### config.mk
export PLATFORM = sky130hd
export DESIGN_NAME = cfgst_top
export DESIGN_NICKNAME = d
export VERILOG_FILES = /design/src/rtl/cfgst_pkg.sv /design/src/rtl/cfgst_top.sv /design/src/rtl/cfgst_rb_seq.sv
export SDC_FILE = /design/constraint.sdc
export NUM_CORES = 1
export LEC_CHECK = 0
export CORE_UTILIZATION = 39
export DETAILED_ROUTE_END_ITERATION = 8
export DONT_BUFFER_PORTS = 1
export GPL_TIMING_DRIVEN = 0
export PLACE_DENSITY = 0.5
export SYNTH_ARGS = -nofsm -noshare
export SYNTH_HDL_FRONTEND = slang
export SYNTH_SLANG_ARGS = --single-unit
### constraint.sdc
create_clock -name sys_clk -period 12.1 [get_ports sys_clk]
set_input_delay 0 -clock sys_clk [delete_from_list [all_inputs] [get_ports sys_clk]]
set_output_delay 0 -clock sys_clk [all_outputs]
set_load 0.02 [all_outputs]
### src/rtl/cfgst_pkg.sv
// constants, types and helpers for the configuration status and word-order block
// assumes one 10 MHz clock; every pin and strobe is synchronous to it
// How it works
// - status register samples live signals, read by both ports
// - bits 14..10 show done, init, mode pins
// - bit 9 reads 0 while high-hold asserted
// - bit 8 reads 0 while set/reset holds
// - bit 7 reads 1 while writes disabled
// - bit 6 reads 0 while I/O tristated
// - bits 4..1 mirror the four lock outputs
// - bit 0 sticky CRC error, bit 5 input error
// - traffic over scan port or byte port
// - frames and words go in ascending order
// - scan port shifts each word MSB first
// - byte port sends byte 0 first, then 1..3
// - each byte's MSB sits on pin 0
// - each byte's LSB sits on pin 7
// - readback pads each frame, then longer pad frame
package cfgst_pkg;

  localparam int          CFG_WORD_W      = 32;
  localparam int          CFG_BYTE_W      = 8;
  localparam int          RB_FRAME_WORDS  = 11;
  localparam int          RB_CNT_W        = 8;
  localparam int          SCAN_CNT_W      = 5;
  localparam int          BYTE_CNT_W      = 2;

  localparam logic [31:0] STATUS_RESET    = 32'h0000_0000;
  localparam int          ST_RSVD_LSB     = 15;
  localparam int          ST_DONE_BIT     = 14;
  localparam int          ST_INIT_BIT     = 13;
  localparam int          ST_MODE_LSB     = 10;
  localparam int          ST_HIGH_BIT     = 9;
  localparam int          ST_GSR_BIT      = 8;
  localparam int          ST_GWE_BIT      = 7;
  localparam int          ST_GTS_BIT      = 6;
  localparam int          ST_INERR_BIT    = 5;
  localparam int          ST_LOCK_LSB     = 1;
  localparam int          ST_CRC_BIT      = 0;

  localparam logic [4:0]  SCAN_LAST_BIT   = 5'h1F;
  localparam logic [1:0]  BYTE_LAST       = 2'h3;

  typedef enum logic [1:0] {RB_IDLE, RB_DATA, RB_PADW, RB_PADF} cfgst_rb_state_t;

  // pin 0 carries the byte's msb, so pins are the byte reversed
  function automatic logic [7:0] cfgst_rev8(input logic [7:0] b);
    logic [7:0] r;
    r = 8'h00;
    for (int i = 0; i < 8; i++) begin
      r[i] = b[7-i];
    end
    return r;
  endfunction

  // byte k of a word, byte 0 being the most significant
  function automatic logic [7:0] cfgst_word_byte(input logic [31:0] w, input logic [1:0] k);
    return w[{~k, 3'b000} +: 8];
  endfunction

endpackage

### src/rtl/cfgst_top.sv
// configuration status register and word ordering over scan and byte ports
// assumes an async-read frame store outside, addressed by mem_frame_q/mem_word_q
`timescale 1ns/10ps
module cfgst_top
  import cfgst_pkg::*;
#(
  parameter int FRAME_WORDS = RB_FRAME_WORDS
) (
  input  wire logic                  sys_clk,
  input  wire logic                  reset_n,
  input  wire logic                  done_pin,
  input  wire logic                  init_level,
  input  wire logic [2:0]            mode_select_pins,
  input  wire logic                  global_high_hold_n,
  input  wire logic                  global_set_reset_n,
  input  wire logic                  global_write_enable_n,
  input  wire logic                  global_tristate_release,
  input  wire logic                  legacy_input_error,
  input  wire logic [3:0]            dll_lock,
  input  wire logic                  crc_error_event,
  input  wire logic                  crc_error_clear,
  input  wire logic                  scan_capture,
  input  wire logic                  scan_shift,
  input  wire logic                  scan_tdi,
  output logic                       scan_tdo_q,
  input  wire logic                  byte_read_sel,
  input  wire logic                  byte_rd_strobe,
  input  wire logic                  byte_wr_strobe,
  input  wire logic [7:0]            byte_data_in,
  output logic      [7:0]            byte_data_out_q,
  output logic                       byte_data_oe_n_q,
  input  wire logic                  rb_start,
  input  wire logic [RB_CNT_W-1:0]   rb_num_frames,
  input  wire logic [CFG_WORD_W-1:0] frame_data,
  output logic      [RB_CNT_W-1:0]   mem_frame_q,
  output logic      [RB_CNT_W-1:0]   mem_word_q,
  output logic      [CFG_WORD_W-1:0] status_q,
  output logic      [CFG_WORD_W-1:0] wr_word_q,
  output logic                       wr_word_valid_q
);

  logic [1:0]            rst_sync_q;
  logic                  rst_n;
  logic                  rb_active;
  logic                  rb_pad;
  logic                  rb_advance;
  logic [CFG_WORD_W-1:0] src_word;
  logic [CFG_WORD_W-1:0] tx_q;
  logic [CFG_WORD_W-1:0] sh_q;
  logic [SCAN_CNT_W-1:0] sc_cnt_q;
  logic [BYTE_CNT_W-1:0] rd_cnt_q;
  logic [BYTE_CNT_W-1:0] wr_cnt_q;
  logic [23:0]           wr_buf_q;
  logic                  scan_word_done;
  logic                  byte_word_done;

  always_ff @(posedge sys_clk or negedge reset_n) begin
    if (!reset_n) begin
      rst_sync_q <= 2'b00;
    end else begin
      rst_sync_q <= {rst_sync_q[0], 1'b1};
    end
  end
  assign rst_n = rst_sync_q[1];

  // one register serves both ports; reserved bits stay zero
  always_ff @(posedge sys_clk or negedge rst_n) begin
    if (!rst_n) begin
      status_q <= STATUS_RESET;
    end else begin
      status_q                                <= STATUS_RESET;
      status_q[ST_DONE_BIT]                   <= done_pin;
      status_q[ST_INIT_BIT]                   <= init_level;
      status_q[ST_MODE_LSB +: 3]              <= mode_select_pins;
      status_q[ST_HIGH_BIT]                   <= global_high_hold_n;
      status_q[ST_GSR_BIT]                    <= global_set_reset_n;
      status_q[ST_GWE_BIT]                    <= global_write_enable_n;
      status_q[ST_GTS_BIT]                    <= global_tristate_release;
      status_q[ST_INERR_BIT]                  <= legacy_input_error;
      status_q[ST_LOCK_LSB +: 4]              <= dll_lock;
      // a new error in the clearing cycle survives the clear
      status_q[ST_CRC_BIT]                    <= crc_error_event | (status_q[ST_CRC_BIT] & ~crc_error_clear);
    end
  end

  cfgst_rb_seq #(
    .FRAME_WORDS (FRAME_WORDS),
    .CNT_W       (RB_CNT_W)
  ) u_seq (
    .clk        (sys_clk),
    .rst_n      (rst_n),
    .start      (rb_start),
    .num_frames (rb_num_frames),
    .advance    (rb_advance),
    .active     (rb_active),
    .pad        (rb_pad),
    .frame_q    (mem_frame_q),
    .word_q     (mem_word_q)
  );

  // status is only readable while no readback runs; pad words read as zero
  assign src_word       = !rb_active ? status_q : (rb_pad ? '0 : frame_data);
  assign scan_word_done = scan_shift && !scan_capture && (sc_cnt_q == SCAN_LAST_BIT);
  assign byte_word_done = byte_rd_strobe && (rd_cnt_q == BYTE_LAST);
  assign rb_advance     = rb_active && (scan_word_done || byte_word_done);

  // scan port: one register shifts out the read word and in the written word
  always_ff @(posedge sys_clk or negedge rst_n) begin
    if (!rst_n) begin
      sh_q       <= '0;
      sc_cnt_q   <= '0;
      scan_tdo_q <= 1'b0;
    end else if (scan_capture) begin
      sh_q       <= src_word;
      sc_cnt_q   <= '0;
      scan_tdo_q <= src_word[CFG_WORD_W-1];
    end else if (scan_shift) begin
      sh_q       <= {sh_q[CFG_WORD_W-2:0], scan_tdi};
      sc_cnt_q   <= sc_cnt_q + 1'b1;
      scan_tdo_q <= sh_q[CFG_WORD_W-2];
    end
  end

  // byte port read side: word latched at byte 0 so later bytes stay coherent
  always_ff @(posedge sys_clk or negedge rst_n) begin
    if (!rst_n) begin
      tx_q            <= '0;
      rd_cnt_q        <= '0;
      byte_data_out_q <= 8'h00;
    end else if (byte_rd_strobe) begin
      rd_cnt_q <= rd_cnt_q + 1'b1;
      if (rd_cnt_q == '0) begin
        tx_q            <= src_word;
        byte_data_out_q <= cfgst_rev8(cfgst_word_byte(src_word, 2'h0));
      end else begin
        byte_data_out_q <= cfgst_rev8(cfgst_word_byte(tx_q, rd_cnt_q));
      end
    end
  end

  // drivers on only while the host reads
  always_ff @(posedge sys_clk or negedge rst_n) begin
    if (!rst_n) begin
      byte_data_oe_n_q <= 1'b1;
    end else begin
      byte_data_oe_n_q <= ~byte_read_sel;
    end
  end

  // write side: bytes or bits build one word, handed on as a pulse
  always_ff @(posedge sys_clk or negedge rst_n) begin
    if (!rst_n) begin
      wr_buf_q        <= '0;
      wr_cnt_q        <= '0;
      wr_word_q       <= '0;
      wr_word_valid_q <= 1'b0;
    end else begin
      wr_word_valid_q <= 1'b0;
      if (byte_wr_strobe) begin
        wr_cnt_q <= wr_cnt_q + 1'b1;
        wr_buf_q <= {wr_buf_q[15:0], cfgst_rev8(byte_data_in)};
        if (wr_cnt_q == BYTE_LAST) begin
          wr_word_q       <= {wr_buf_q, cfgst_rev8(byte_data_in)};
          wr_word_valid_q <= 1'b1;
        end
      end else if (scan_word_done) begin
        wr_word_q       <= {sh_q[CFG_WORD_W-2:0], scan_tdi};
        wr_word_valid_q <= 1'b1;
      end
    end
  end

  reserved_zero_a: assert property (@(posedge sys_clk) disable iff (!rst_n)
    status_q[CFG_WORD_W-1:ST_RSVD_LSB] == '0)
    else $error("reserved status bits not zero");

  // the edge that lifts the internal reset still loads the reset value, so mirroring starts one edge later
  pin_fields_a: assert property (@(posedge sys_clk) disable iff (!rst_n)
    rst_n |=> status_q[ST_DONE_BIT:ST_MODE_LSB] == $past({done_pin, init_level, mode_select_pins}))
    else $error("done, init or mode bits stale");

  globals_a: assert property (@(posedge sys_clk) disable iff (!rst_n)
    rst_n |=> status_q[ST_HIGH_BIT:ST_GTS_BIT] == $past({global_high_hold_n, global_set_reset_n,
                                                   global_write_enable_n, global_tristate_release}))
    else $error("global control bits stale");

  lock_bits_a: assert property (@(posedge sys_clk) disable iff (!rst_n)
    rst_n |=> status_q[ST_LOCK_LSB +: 4] == $past(dll_lock))
    else $error("lock bits do not follow the loops");

  crc_sticky_a: assert property (@(posedge sys_clk) disable iff (!rst_n)
    crc_error_event ##1 !crc_error_event [*2] |-> status_q[ST_CRC_BIT] || $past(crc_error_clear))
    else $error("crc error flag lost");

  in_error_a: assert property (@(posedge sys_clk) disable iff (!rst_n)
    legacy_input_error |=> status_q[ST_INERR_BIT])
    else $error("input error not reported");

  scan_msb_a: assert property (@(posedge sys_clk) disable iff (!rst_n)
    scan_capture ##1 (scan_shift && !scan_capture) |=> scan_tdo_q == $past(src_word[CFG_WORD_W-2], 2))
    else $error("scan word not shifted msb first");

  byte_pins_a: assert property (@(posedge sys_clk) disable iff (!rst_n)
    (byte_rd_strobe && rd_cnt_q == '0) |=>
      (byte_data_out_q[0] == $past(src_word[31]) && byte_data_out_q[7] == $past(src_word[24])))
    else $error("byte lanes in the wrong pin order");

  pad_read_zero_a: assert property (@(posedge sys_clk) disable iff (!rst_n)
    (byte_rd_strobe && rd_cnt_q == '0 && rb_pad) |=> byte_data_out_q == 8'h00)
    else $error("pad word read as nonzero");

  byte_word_a: assert property (@(posedge sys_clk) disable iff (!rst_n)
    (byte_wr_strobe && wr_cnt_q == '0) ##1 byte_wr_strobe [*3] |=>
      (wr_word_valid_q &&
       wr_word_q[31:24] == cfgst_rev8($past(byte_data_in, 4)) &&
       wr_word_q[23:16] == cfgst_rev8($past(byte_data_in, 3)) &&
       wr_word_q[15:8] == cfgst_rev8($past(byte_data_in, 2)) &&
       wr_word_q[7:0] == cfgst_rev8($past(byte_data_in))))
    else $error("written word assembled in the wrong byte order");

  scan_word_c: cover property (@(posedge sys_clk) disable iff (!rst_n)
    scan_word_done ##1 wr_word_valid_q);

  byte_word_c: cover property (@(posedge sys_clk) disable iff (!rst_n)
    byte_word_done && rb_active);

  crc_flag_c: cover property (@(posedge sys_clk) disable iff (!rst_n)
    crc_error_event && crc_error_clear ##1 status_q[ST_CRC_BIT]);

endmodule

### src/rtl/cfgst_rb_seq.sv
// readback sequencer: walks data frames, pad words and the closing pad frame
// assumes advance pulses once per word fully handed to the host
`timescale 1ns/10ps
module cfgst_rb_seq
  import cfgst_pkg::*;
#(
  parameter int FRAME_WORDS = RB_FRAME_WORDS,
  parameter int CNT_W       = RB_CNT_W
) (
  input  wire logic             clk,
  input  wire logic             rst_n,
  input  wire logic             start,
  input  wire logic [CNT_W-1:0] num_frames,
  input  wire logic             advance,
  output logic                  active,
  output logic                  pad,
  output logic      [CNT_W-1:0] frame_q,
  output logic      [CNT_W-1:0] word_q
);

  localparam logic [CNT_W-1:0] LAST_DATA = CNT_W'(FRAME_WORDS - 1);
  localparam logic [CNT_W-1:0] PAD_LAST  = CNT_W'(FRAME_WORDS);

  if (FRAME_WORDS < 1 || FRAME_WORDS + 1 >= (1 << CNT_W)) begin : g_chk
    $error("frame length does not fit the word counter");
  end

  cfgst_rb_state_t  state_q;
  logic [CNT_W-1:0] last_frame_q;

  assign active = (state_q != RB_IDLE);
  assign pad    = (state_q == RB_PADW) || (state_q == RB_PADF);

  // num_frames is latched so the host may change it mid-readback
  always_ff @(posedge clk or negedge rst_n) begin
    if (!rst_n) begin
      state_q      <= RB_IDLE;
      frame_q      <= '0;
      word_q       <= '0;
      last_frame_q <= '0;
    end else begin
      unique case (state_q)
        RB_IDLE: if (start) begin
          frame_q      <= '0;
          word_q       <= '0;
          last_frame_q <= num_frames - 1'b1;
          state_q      <= (num_frames == '0) ? RB_PADF : RB_DATA;
        end
        RB_DATA: if (advance) begin
          if (word_q == LAST_DATA) begin
            word_q  <= '0;
            state_q <= RB_PADW;
          end else begin
            word_q  <= word_q + 1'b1;
          end
        end
        RB_PADW: if (advance) begin
          if (frame_q == last_frame_q) begin
            state_q <= RB_PADF;
          end else begin
            frame_q <= frame_q + 1'b1;
            state_q <= RB_DATA;
          end
        end
        RB_PADF: if (advance) begin
          if (word_q == PAD_LAST) begin
            word_q  <= '0;
            state_q <= RB_IDLE;
          end else begin
            word_q  <= word_q + 1'b1;
          end
        end
      endcase
    end
  end

  pad_after_frame_a: assert property (@(posedge clk) disable iff (!rst_n)
    (state_q == RB_DATA && advance && word_q == LAST_DATA) |=> (state_q == RB_PADW))
    else $error("no pad word after a data frame");

  pad_frame_len_a: assert property (@(posedge clk) disable iff (!rst_n)
    (state_q == RB_PADF && advance && word_q == PAD_LAST) |=> (state_q == RB_IDLE && word_q == '0))
    else $error("pad frame has the wrong length");

  word_ascend_a: assert property (@(posedge clk) disable iff (!rst_n)
    (state_q == RB_DATA && advance && word_q != LAST_DATA) |=> (word_q == $past(word_q) + 1'b1))
    else $error("readback words not ascending");

  rb_done_c: cover property (@(posedge clk) disable iff (!rst_n)
    (state_q == RB_PADF) ##1 (state_q == RB_IDLE));

endmodule

==> flow_summary_export.csv, run 1 <==
group,metric,value,unit
floorplanning,die_w,150,um
placed_design,hpwl,16500,um
final_layout,drive_gt1_share,14.9,%
drt,drt-initial-drc-count,287,
worst_setup_path,worstPathMaxFanout,10,
grt,use_met1,28.6,%
clocking,postCtsSetupRepairBufs,0,
power,switching_share,35.7,%
clocking,cts_buffers,17,
worst_setup_path,max_stage_delay,0.57,ns
timing,finalSetupTns,0,ns
clocking,clk_pin_slew,0.07,ns
power,seqPwrFrac,50.2,%
timing,hold_viol_final,0,
floorplanning,rows,53,
timing,slew_headroom,36.7,%
worst_setup_path,critical_path_class,"flip-flop to flip-flop",
yosys,postSynthCellCount,781,
power,comb_power_share,23.5,%
drt,viasPerCell,5.17,
timing,finalSetupViolations,0,
drt,routed_wl,22100,um
timing,maxSlewViolCount,0,
drt,ant_nets,0,
grt,grt_usage,20.8,%
yosys,synth_warnings,0,
timing,worstMarginPinSlew,0.950,ns
power,p_per_area,189,mW/mm2
floorplanning,fp.dieH,150,um
final_layout,final_common_cell,"dfrtp_1",
min_path,hold_depth,4,
grt,grt_max_degree,68,
placed_design,port_buffers,0,
drt,vias,6142,
clocking,cts_hold_buf,81,
power,internal-power,1250,uW
yosys,synth_cell_types,52,
timing,finalCritPeriodShare,20.0,%
final_layout,most-common-layout-cells,"180 x dfrtp_1, 104 x nand2_1, 84 x o21ai_0",
worst_setup_path,cp-end-kind,"flip-flop",
floorplanning,ios,164,
clocking,cts.path.max_buffers,2,
grt,grt_pass1_wl,35100,um
worst_setup_path,arrival,2.79,ns
final_layout,final_util,48.6,%
power,leakagePower,0.00469,uW
floorplanning,dieArea,0.0224,mm2
job,max_cap_viol_count,0,
timing,skew,0.0153,ns
worst_setup_path,crit_path_start_kind,"flip-flop",
power,p_clk_share,26.2,%
run_status,status,"finished, final reports clean",
clocking,cts_tree,"built",
timing,fmax,0.413,GHz
yosys,synth-edff-count,0,
final_layout,diodes,0,
final_layout,nets,982,
grt,use_met3,4.36,%
worst_setup_path,crit_slowest_cell,"dlygate4sd3_1",
power,power_switching,695,uW
worst_setup_path,required,12.47,ns
clocking,cts_resized,0,
clocking,cts_max_level,4,
clocking,cts.sinks,182,
clocking,clockRootBuffer,"clkbuf_16",
min_path,min_path_type,"input port to flip-flop",
yosys,yosys_most_used_dff,"dfrtp_1",
yosys,yosysSeqAreaShare,53.6,%
floorplanning,initial_utilization,40.1,%
grt,use_met2,33.2,%
worst_setup_path,cp_common_cell,"clkbuf_1",
power,ir_drop,0.0883,mV
final_layout,syn2layout_area_growth,21.3,%
grt,globalRouteOverflowTotal,0,
grt,antenna_found_initial,0,
drt,drc_errors,0,
drt,drt_pass1_iterations,5,
yosys,postSynth.asyncResetShare,100,%
grt,grt_pass1_vias,6312,
grt,top_usage_layer,"met2",
final_layout,nFillCells,1953,
yosys,synth.avg_cell_area,10.9,um2
worst_setup_path,path_cells,"clkbuf_1 > inv_1 > ha_1 > clkbuf_1 > nand2b_1 > a31oi_1 > dlygate4sd3_1",
clocking,insertion_delay,0.43,ns
drt,detail_route.wl_per_cell,18.6,um
timing,period_needed,2.42,ns
final_layout,fin_area,0.0103,mm2
timing,rsz0062_at_grt,"false",
placed_design,place_area,0.00897,mm2
yosys,ys_ff_latch,182,
placed_design,place_congestion,0.831,
worst_setup_path,r2r.worst_path.cells,7,
floorplanning,core_area,0.0212,mm2
yosys,netlist_area,0.00850,mm2
-- synthesized netlist by cell type (3+ instances only) --
cell type / instances / area share, %
nor2_1: 42 / 1.9
nand2_1: 104 / 4.6
a21oi_1: 23 / 1.4
mux4_2: 8 / 2.1
buf_2: 22 / 1.3
mux2_2: 41 / 5.4
mux2i_1: 64 / 7.5
a31oi_1: 10 / 0.74
a22o_1: 3 / 0.31
xnor2_1: 17 / 1.8
nor2b_1: 19 / 1.4
buf_6: 3 / 0.40
a211oi_1: 17 / 1.5
nand2b_1: 14 / 1.0
ha_1: 10 / 1.5
inv_1: 10 / 0.44
clkbuf_1: 22 / 0.97
nand4_1: 4 / 0.29
dfrtp_1: 181 / 53
and3_1: 5 / 0.37
xor2_1: 7 / 0.72
buf_4: 18 / 1.6
nand3_1: 17 / 1.0
o21ai_0: 84 / 4.9
nor3_1: 3 / 0.18
-- cell type report --
type,instances,area [um2],area share [%]
multi-input cells,538,3600,34.9
well taps,275,344,3.34
flip-flops and latches,182,4560,44.2
clock buffers,21,460,4.46
repair buffers,83,866,8.39
plain buffers,67,369,3.58
inverters,10,37.5,0.364
clock inverters,11,76.3,0.740
-- power by group through the flow --
stage | registers, uW | clock network [uW] | logic [uW]
detailed placement | 992 | 0 | 427
floorplan | 941 | 0 | 326
global placement | 992 | 0 | 406
global route | 999 | 549 | 515
CTS | 980 | 522 | 462
finish | 978 | 511 | 458
-- state kept, by name (all words and copies together) (netlist names), 2 cells and up --
signal,flops
rst_sync_q,2
status_q,15
wr_cnt_q,2
sc_cnt_q,5
u_seq.last_frame_q,8
tx_q,32
rd_cnt_q,2
byte_data_out_q,8
wr_buf_q,24
sh_q,31
u_seq.word_q,8
wr_word_q,32
u_seq.state_q,2
u_seq.frame_q,8
-- worst max-delay path, delay by kind of cell, from the launching register on --
kind	cells	cell delay, ns
buf+inv	4	1.38
flops	1	0.34
fa+ha+maj	1	0.28
simple gates	1	0.20
compound gates	1	0.16
-- through the flow --
step / setup WS [ns] / std cells / total power (uW) / hold slack [ns]
floorplan: 6.65 / 797 / 1270 / -0.296
global placement: 4.74 / 1072 / 1400 / -0.296
detailed placement: 9.75 / 1074 / 1420 / -0.296
CTS: 9.69 / 1187 / 1960 / 0.00551
global route: 9.50 / 1187 / 2060 / 0.0421
finish: 9.68 / 1187 / 1950 / 0.0184
-- path summary, 6_finish.rpt --
| kind | from | endpoint | slack, ns |
|---|---|---|---|
| min in group asynchronous | reset_n | rst_sync_q[1] | 0.32 |
| min reg2reg | rst_sync_q[0] | rst_sync_q[1] | 0.36 |
| max in group asynchronous | rst_sync_q[1] | wr_word_q[3] | 10.79 |
| max | rd_cnt_q[1] | byte_data_out_q[6] | 9.68 |
| min | rb_num_frames[6] | u_seq.state_q[1] | 0.02 |
| max reg2reg | rd_cnt_q[1] | byte_data_out_q[6] | 9.68 |
-- cell families (layout without fill, tap and decap cells) --
family / Yosys count / count (layout) / synth area share (%)
compound gates: 152 / 152 / 10.4
buf+inv: 77 / 192 / 4.78
fa+ha+maj: 10 / 10 / 1.47
xor+xnor: 24 / 24 / 2.47
simple gates: 221 / 221 / 12.1
mux: 113 / 113 / 15.1
flops: 182 / 182 / 53.6
other cells: 2 / 18 / 0.0883
-- routing by layer --
layer	vias to the layer above	wire, um
li1	2899	-
met1	3039	10300
met2	186	10400
met3	18	1150
met4	0	279
met5	-	0
Power figures use the tool's default switching activity.
==> run 2, diff against run 1 <==
==> constraint.sdc (replaced) <==
create_clock -name sys_clk -period 2.47 [get_ports sys_clk]
set_input_delay 0 -clock sys_clk [delete_from_list [all_inputs] [get_ports sys_clk]]
set_output_delay 0 -clock sys_clk [all_outputs]
set_load 0.02 [all_outputs]
==> run 2 against run 1 <==
Wire length is 0.47% higher; first-iteration DRC count shrank 2.1%; worst hold slack got worse by 0.010 ns; critical path type is now input port to flip-flop; largest power group unchanged.
==> flow_summary_export.csv, run 2 (synthesis gave the netlist of run 1 again) <==
group,metric,value,unit
final_layout,diodes,0,
floorplanning,rows,53,
placed_design,place_area,0.00897,mm2
drt,drt-initial-drc-count,281,
grt,antenna_found_initial,0,
run_status,status,"finished, final reports clean",
grt,top_usage_layer,"met2",
floorplanning,initial_utilization,40.1,%
floorplanning,core_area,0.0212,mm2
clocking,clockRootBuffer,"clkbuf_16",
worst_setup_path,crit_slowest_cell,"dlygate4sd3_1",
timing,skew,0.0148,ns
worst_setup_path,path_cells,"dlygate4sd3_1 > or4_4 > nor4_2 > xnor2_1 > dlygate4sd3_1 > o21ai_1 > dlygate4sd3_1",
worst_setup_path,crit_path_start_kind,"input port",
min_path,min_path_type,"input port to flip-flop",
timing,slew_headroom,40.9,%
worst_setup_path,worstPathMaxFanout,4,
grt,use_met2,32.2,%
grt,globalRouteOverflowTotal,0,
timing,fmax,0.423,GHz
worst_setup_path,critical_path_class,"input port to flip-flop",
placed_design,hpwl,16600,um
timing,finalCritPeriodShare,95.7,%
drt,vias,6116,
power,p_per_area,956,mW/mm2
final_layout,fin_area,0.0103,mm2
final_layout,drive_gt1_share,14.7,%
drt,drc_errors,0,
drt,routed_wl,22200,um
power,internal-power,6480,uW
grt,grt_pass1_wl,34600,um
worst_setup_path,required,2.78,ns
final_layout,final_util,48.4,%
final_layout,final_common_cell,"dfrtp_1",
grt,use_met1,28.3,%
clocking,cts_buffers,17,
drt,drt_pass1_iterations,5,
clocking,postCtsSetupRepairBufs,0,
power,p_clk_share,28.8,%
power,power,9820,uW
clocking,cts_tree,"built",
floorplanning,die_w,150,um
final_layout,nets,970,
power,ir_drop,0.496,mV
worst_setup_path,cp-end-kind,"flip-flop",
power,power_switching,3340,uW
power,comb_power_share,22.4,%
timing,maxSlewViolCount,0,
worst_setup_path,cp_common_cell,"dlygate4sd3_1",
drt,viasPerCell,5.21,
drt,detail_route.wl_per_cell,18.9,um
floorplanning,fp.dieH,150,um
clocking,cts.sinks,182,
final_layout,syn2layout_area_growth,20.8,%
grt,use_met3,4.82,%
grt,grt_pass1_vias,6263,
timing,rsz0062_at_grt,"false",
final_layout,most-common-layout-cells,"180 x dfrtp_1, 104 x nand2_1, 84 x o21ai_0",
worst_setup_path,max_stage_delay,0.61,ns
timing,finalSetupViolations,0,
job,max_cap_viol_count,0,
timing,worstMarginPinSlew,0.886,ns
worst_setup_path,arrival,2.67,ns
timing,period_needed,2.36,ns
clocking,cts.path.max_buffers,2,
drt,ant_nets,0,
final_layout,top_regs,"tx_q (32), wr_word_q (32), sh_q (31)",
clocking,clk_pin_slew,0.07,ns
final_layout,nFillCells,1943,
grt,grt_usage,20.5,%
power,switching_share,34.0,%
grt,grt_max_degree,73,
worst_setup_path,critPathBufInv,3,
floorplanning,ios,164,
clocking,insertion_delay,0.42,ns
placed_design,place_congestion,0.819,
floorplanning,dieArea,0.0224,mm2
clocking,cts_max_level,4,
placed_design,port_buffers,0,
timing,finalSetupTns,0,ns
worst_setup_path,crit_family,"buffers and inverters",
timing,whs,0.00796,ns
power,leakagePower,0.00468,uW
power,seqPwrFrac,48.9,%
timing,hold_viol_final,0,
[run 2: cell types whose count changed in the layout (fill, tap and decap cells not counted), moves of 2 or more]
cell | before | now
dlygate4sd3_1 | 81 | 70
bufinv_16 | 0 | 4
clkbuf_1 | 24 | 27
clkinv_2 | 4 | 1
clkinvlp_4 | 4 | 1
inv_6 | 2 | 0
[run 2: final cells by class]
class / instances / area, um2 / share of cell area [%]
Timing Repair Buffer: 72 / 756 / 7.35
Clock inverter: 8 / 150 / 1.46
Buffer: 66 / 365 / 3.56
Inverter: 10 / 37.5 / 0.365
Multi-Input combinational cell: 538 / 3600 / 35.1
Tap cell: 275 / 344 / 3.35
Clock buffer: 24 / 462 / 4.49
Sequential cell: 182 / 4560 / 44.4
[run 2: metrics by stage]
step / setup WS (ns) / cells
CTS: 0.125 / 1176
global route: 0.0204 / 1175
finish: 0.106 / 1175
detailed placement: 0.205 / 1074
global placement: -0.0107 / 1072
floorplan: 0.599 / 797
[run 2: power by group through the flow]
stage	Clock, uW	Combinational (uW)	Sequential, uW
after global placement	0	1990	4860
final	2830	2200	4800
after floorplan	0	1600	4610
after detailed placement	0	2100	4860
after CTS	2880	2220	4800
after global routing	3020	2470	4890
[run 2: per-layer routing]
metal  up-vias  share of wire (%)
met5         -                  0
met4         0                1.3
met3        26                6.0
met2       209                 47
met1      3007                 46
li1       2874                  -
[run 2: timing repair]
item	in CTS	in global routing
endpoints found under the setup margin	0	5
hold buffers	70	0
hold endpoints to repair	96	0
resized for setup	0	0
[run 2: final timing paths]
| check | end | startpoint | slack, ns | cells past startpoint |
|---|---|---|---|---|
| min in group asynchronous | rst_sync_q[1] | reset_n | 0.33 | 2 |
| hold reg to reg | rst_sync_q[1] | rst_sync_q[0] | 0.36 | 0 |
| hold / removal | tx_q[5] | frame_data[5] | 0.008 | 3 |
| setup reg to reg | tx_q[10] | rd_cnt_q[1] | 0.19 | 6 |
| max in group asynchronous | byte_data_oe_n_q | rst_sync_q[1] | 1.12 | 1 |
| setup / recovery | u_seq.last_frame_q[7] | rb_num_frames[2] | 0.11 | 7 |
[run 2: worst reg2reg max path, delay by kind of cell, from the launching register on]
family / cells / cell delay, ns
and+or+nand+nor: 1 / 0.16
DFF: 1 / 0.35
adders and majority gates: 1 / 0.28
buffers and inverters: 3 / 0.97
muxes: 1 / 0.40
==> run 3, diff against run 2 <==
--- a/config.mk
+++ b/config.mk
@@ -9,7 +9,6 @@
 export DETAILED_ROUTE_END_ITERATION = 8
 export DONT_BUFFER_PORTS = 1
 export GPL_TIMING_DRIVEN = 0
-export PLACE_DENSITY = 0.5
 export SYNTH_ARGS = -nofsm -noshare
 export SYNTH_HDL_FRONTEND = slang
 export SYNTH_SLANG_ARGS = --single-unit
==> run 3 against run 2 <==
Wire length is 3.3% lower; critical path depth stayed put; largest power group unchanged; the flow now finishes with violations (negative hold slack); clock skew decreased by 0.0049 ns.
==> flow_summary_export.csv, run 3 (synthesis gave the netlist of run 1 again) <==
group,metric,value,unit
drt,viasPerCell,5.05,
placed_design,place_congestion,0.798,
final_layout,syn2layout_area_growth,20.9,%
worst_setup_path,required,2.78,ns
timing,rsz0062_at_grt,"false",
timing,finalCritPeriodShare,97.4,%
drt,detail_route.wl_per_cell,18.2,um
floorplanning,rows,53,
run_status,violations,"negative hold slack",
final_layout,final_util,48.5,%
clocking,cts.sinks,182,
clocking,clk_pin_slew,0.07,ns
final_layout,final_common_cell,"dfrtp_1",
timing,period_needed,2.41,ns
job,max_cap_viol_count,0,
power,p_clk_share,27.5,%
timing,slew_headroom,54.9,%
clocking,insertion_delay,0.43,ns
placed_design,place_area,0.00899,mm2
timing,whs,-0.00180,ns
final_layout,fin_area,0.0103,mm2
clocking,postCtsSetupRepairBufs,0,
power,comb_power_share,23.0,%
final_layout,drive_gt1_share,15.3,%
final_layout,most-common-layout-cells,"180 x dfrtp_1, 104 x nand2_1, 84 x o21ai_0",
run_status,status,"complete, but fails checks",
worst_setup_path,arrival,2.72,ns
worst_setup_path,crit_path_start_kind,"input port",
worst_setup_path,worstPathMaxFanout,3,
worst_setup_path,cp-end-kind,"flip-flop",
grt,globalRouteOverflowTotal,0,
grt,antenna_found_initial,0,
final_layout,fin_cells,1179,
grt,grt_pass1_vias,6058,
drt,drt_pass1_iterations,4,
timing,skew,0.00998,ns
power,internal-power,6200,uW
floorplanning,ios,164,
final_layout,top_regs,"tx_q (32), wr_word_q (32), sh_q (31)",
drt,drc_errors,0,
placed_design,dp.cells,1075,
floorplanning,initial_utilization,40.1,%
drt,drt-initial-drc-count,338,
power,power_switching,3410,uW
grt,grt_usage,20.3,%
final_layout,nets,974,
clocking,cts.path.max_buffers,2,
floorplanning,die_w,150,um
power,ir_drop,0.539,mV
timing,fmax,0.416,GHz
floorplanning,dieArea,0.0224,mm2
clocking,clockRootBuffer,"clkbuf_16",
grt,grt_pass1_wl,34200,um
final_layout,diodes,0,
worst_setup_path,r2r_slack,0.25,ns
drt,vias,5956,
placed_design,hpwl,15900,um
timing,worstMarginPinSlew,0.677,ns
power,switching_share,35.5,%
grt,grt_max_degree,68,
drt,routed_wl,21500,um
min_path,min_path_type,"input port to flip-flop",
power,leakagePower,0.00469,uW
clocking,cts_buffers,17,
power,seqPwrFrac,49.5,%
power,p_per_area,934,mW/mm2
worst_setup_path,critical_path_class,"input port to flip-flop",
floorplanning,core_area,0.0212,mm2
timing,finalSetupViolations,0,
floorplanning,fp.dieH,150,um
placed_design,port_buffers,0,
timing,finalSetupTns,0,ns
drt,ant_nets,0,
clocking,cts_tree,"built",
timing,hold_viol_final,1,
clocking,cts_max_level,4,
timing,maxSlewViolCount,0,
-- run 3: cell types whose count changed in the layout (fill, tap and decap cells not counted), sizes merged --
cell         change
dlygate4sd3      +2
clkinvlp         +1
bufinv           -3
inv              +4
clkinv           +2
buf              +1
clkbuf           -3
-- run 3: final timing paths --
check / start / depth (start not counted) / end
min in group asynchronous: rst_sync_q[1] / 0 / status_q[0]
max: rb_num_frames[2] / 7 / u_seq.last_frame_q[7]
max in group asynchronous: rst_sync_q[1] / 3 / wr_word_q[7]
max reg2reg: sc_cnt_q[0] / 9 / wr_word_q[23]
min: frame_data[11] / 4 / sh_q[11]
min reg2reg: rst_sync_q[1] / 0 / status_q[0]
-- run 3: power by group through the flow --
stage               Combinational (uW)  Clock, uW  Sequential [uW]
global route                      2500       2810             4860
floorplan                         1600          0             4610
CTS                               2230       2690             4770
finish                            2210       2640             4760
global placement                  1990          0             4840
detailed placement                2100          0             4820
-- run 3: layout make-up --
class                   instances  area [um2]
flip-flops and latches        182        4560
plain buffers                  67         370
inverters                      10        37.5
fillers                      1965       10900
well taps                     275         344
clock inverters                12         121
repair buffers                 75         803
clock buffers                  20         447
multi-input cells             538        3600
-- run 3: per-stage QoR --
stage                     setup slack [ns]  hold WS [ns]  power [uW]
final                               0.0633      -0.00180        9600
after global routing                0.0160        0.0245       10200
after CTS                            0.110       0.00993        9680
after detailed placement             0.206        -0.296        6920
after global placement              -0.148        -0.296        6830
after floorplan                      0.599        -0.296        6210
-- run 3: critical path, stage by stage --
cell           delay, ns
dlygate4sd3_1       0.58
or4_4               0.56
nor4_2              0.21
xnor2_1             0.17
dlygate4sd3_1       0.58
o21ai_1             0.05
dlygate4sd3_1       0.56
-- run 3: timing repair --
item,4_1_cts,5_1_grt
endpoints found under the setup margin,0,10
endpoints found under the hold margin,101,0
hold buffers,72,0
gates resized for setup,0,2
-- run 3: per-layer routing --
layer / global-route usage, % / share of wire, % / wire length (um)
met4: 5.15 / 0.81 / 174
met3: 4.15 / 5.0 / 1080
met5: 0 / 0 / 0
met2: 32.8 / 48 / 10400
met1: 27.9 / 46 / 9840
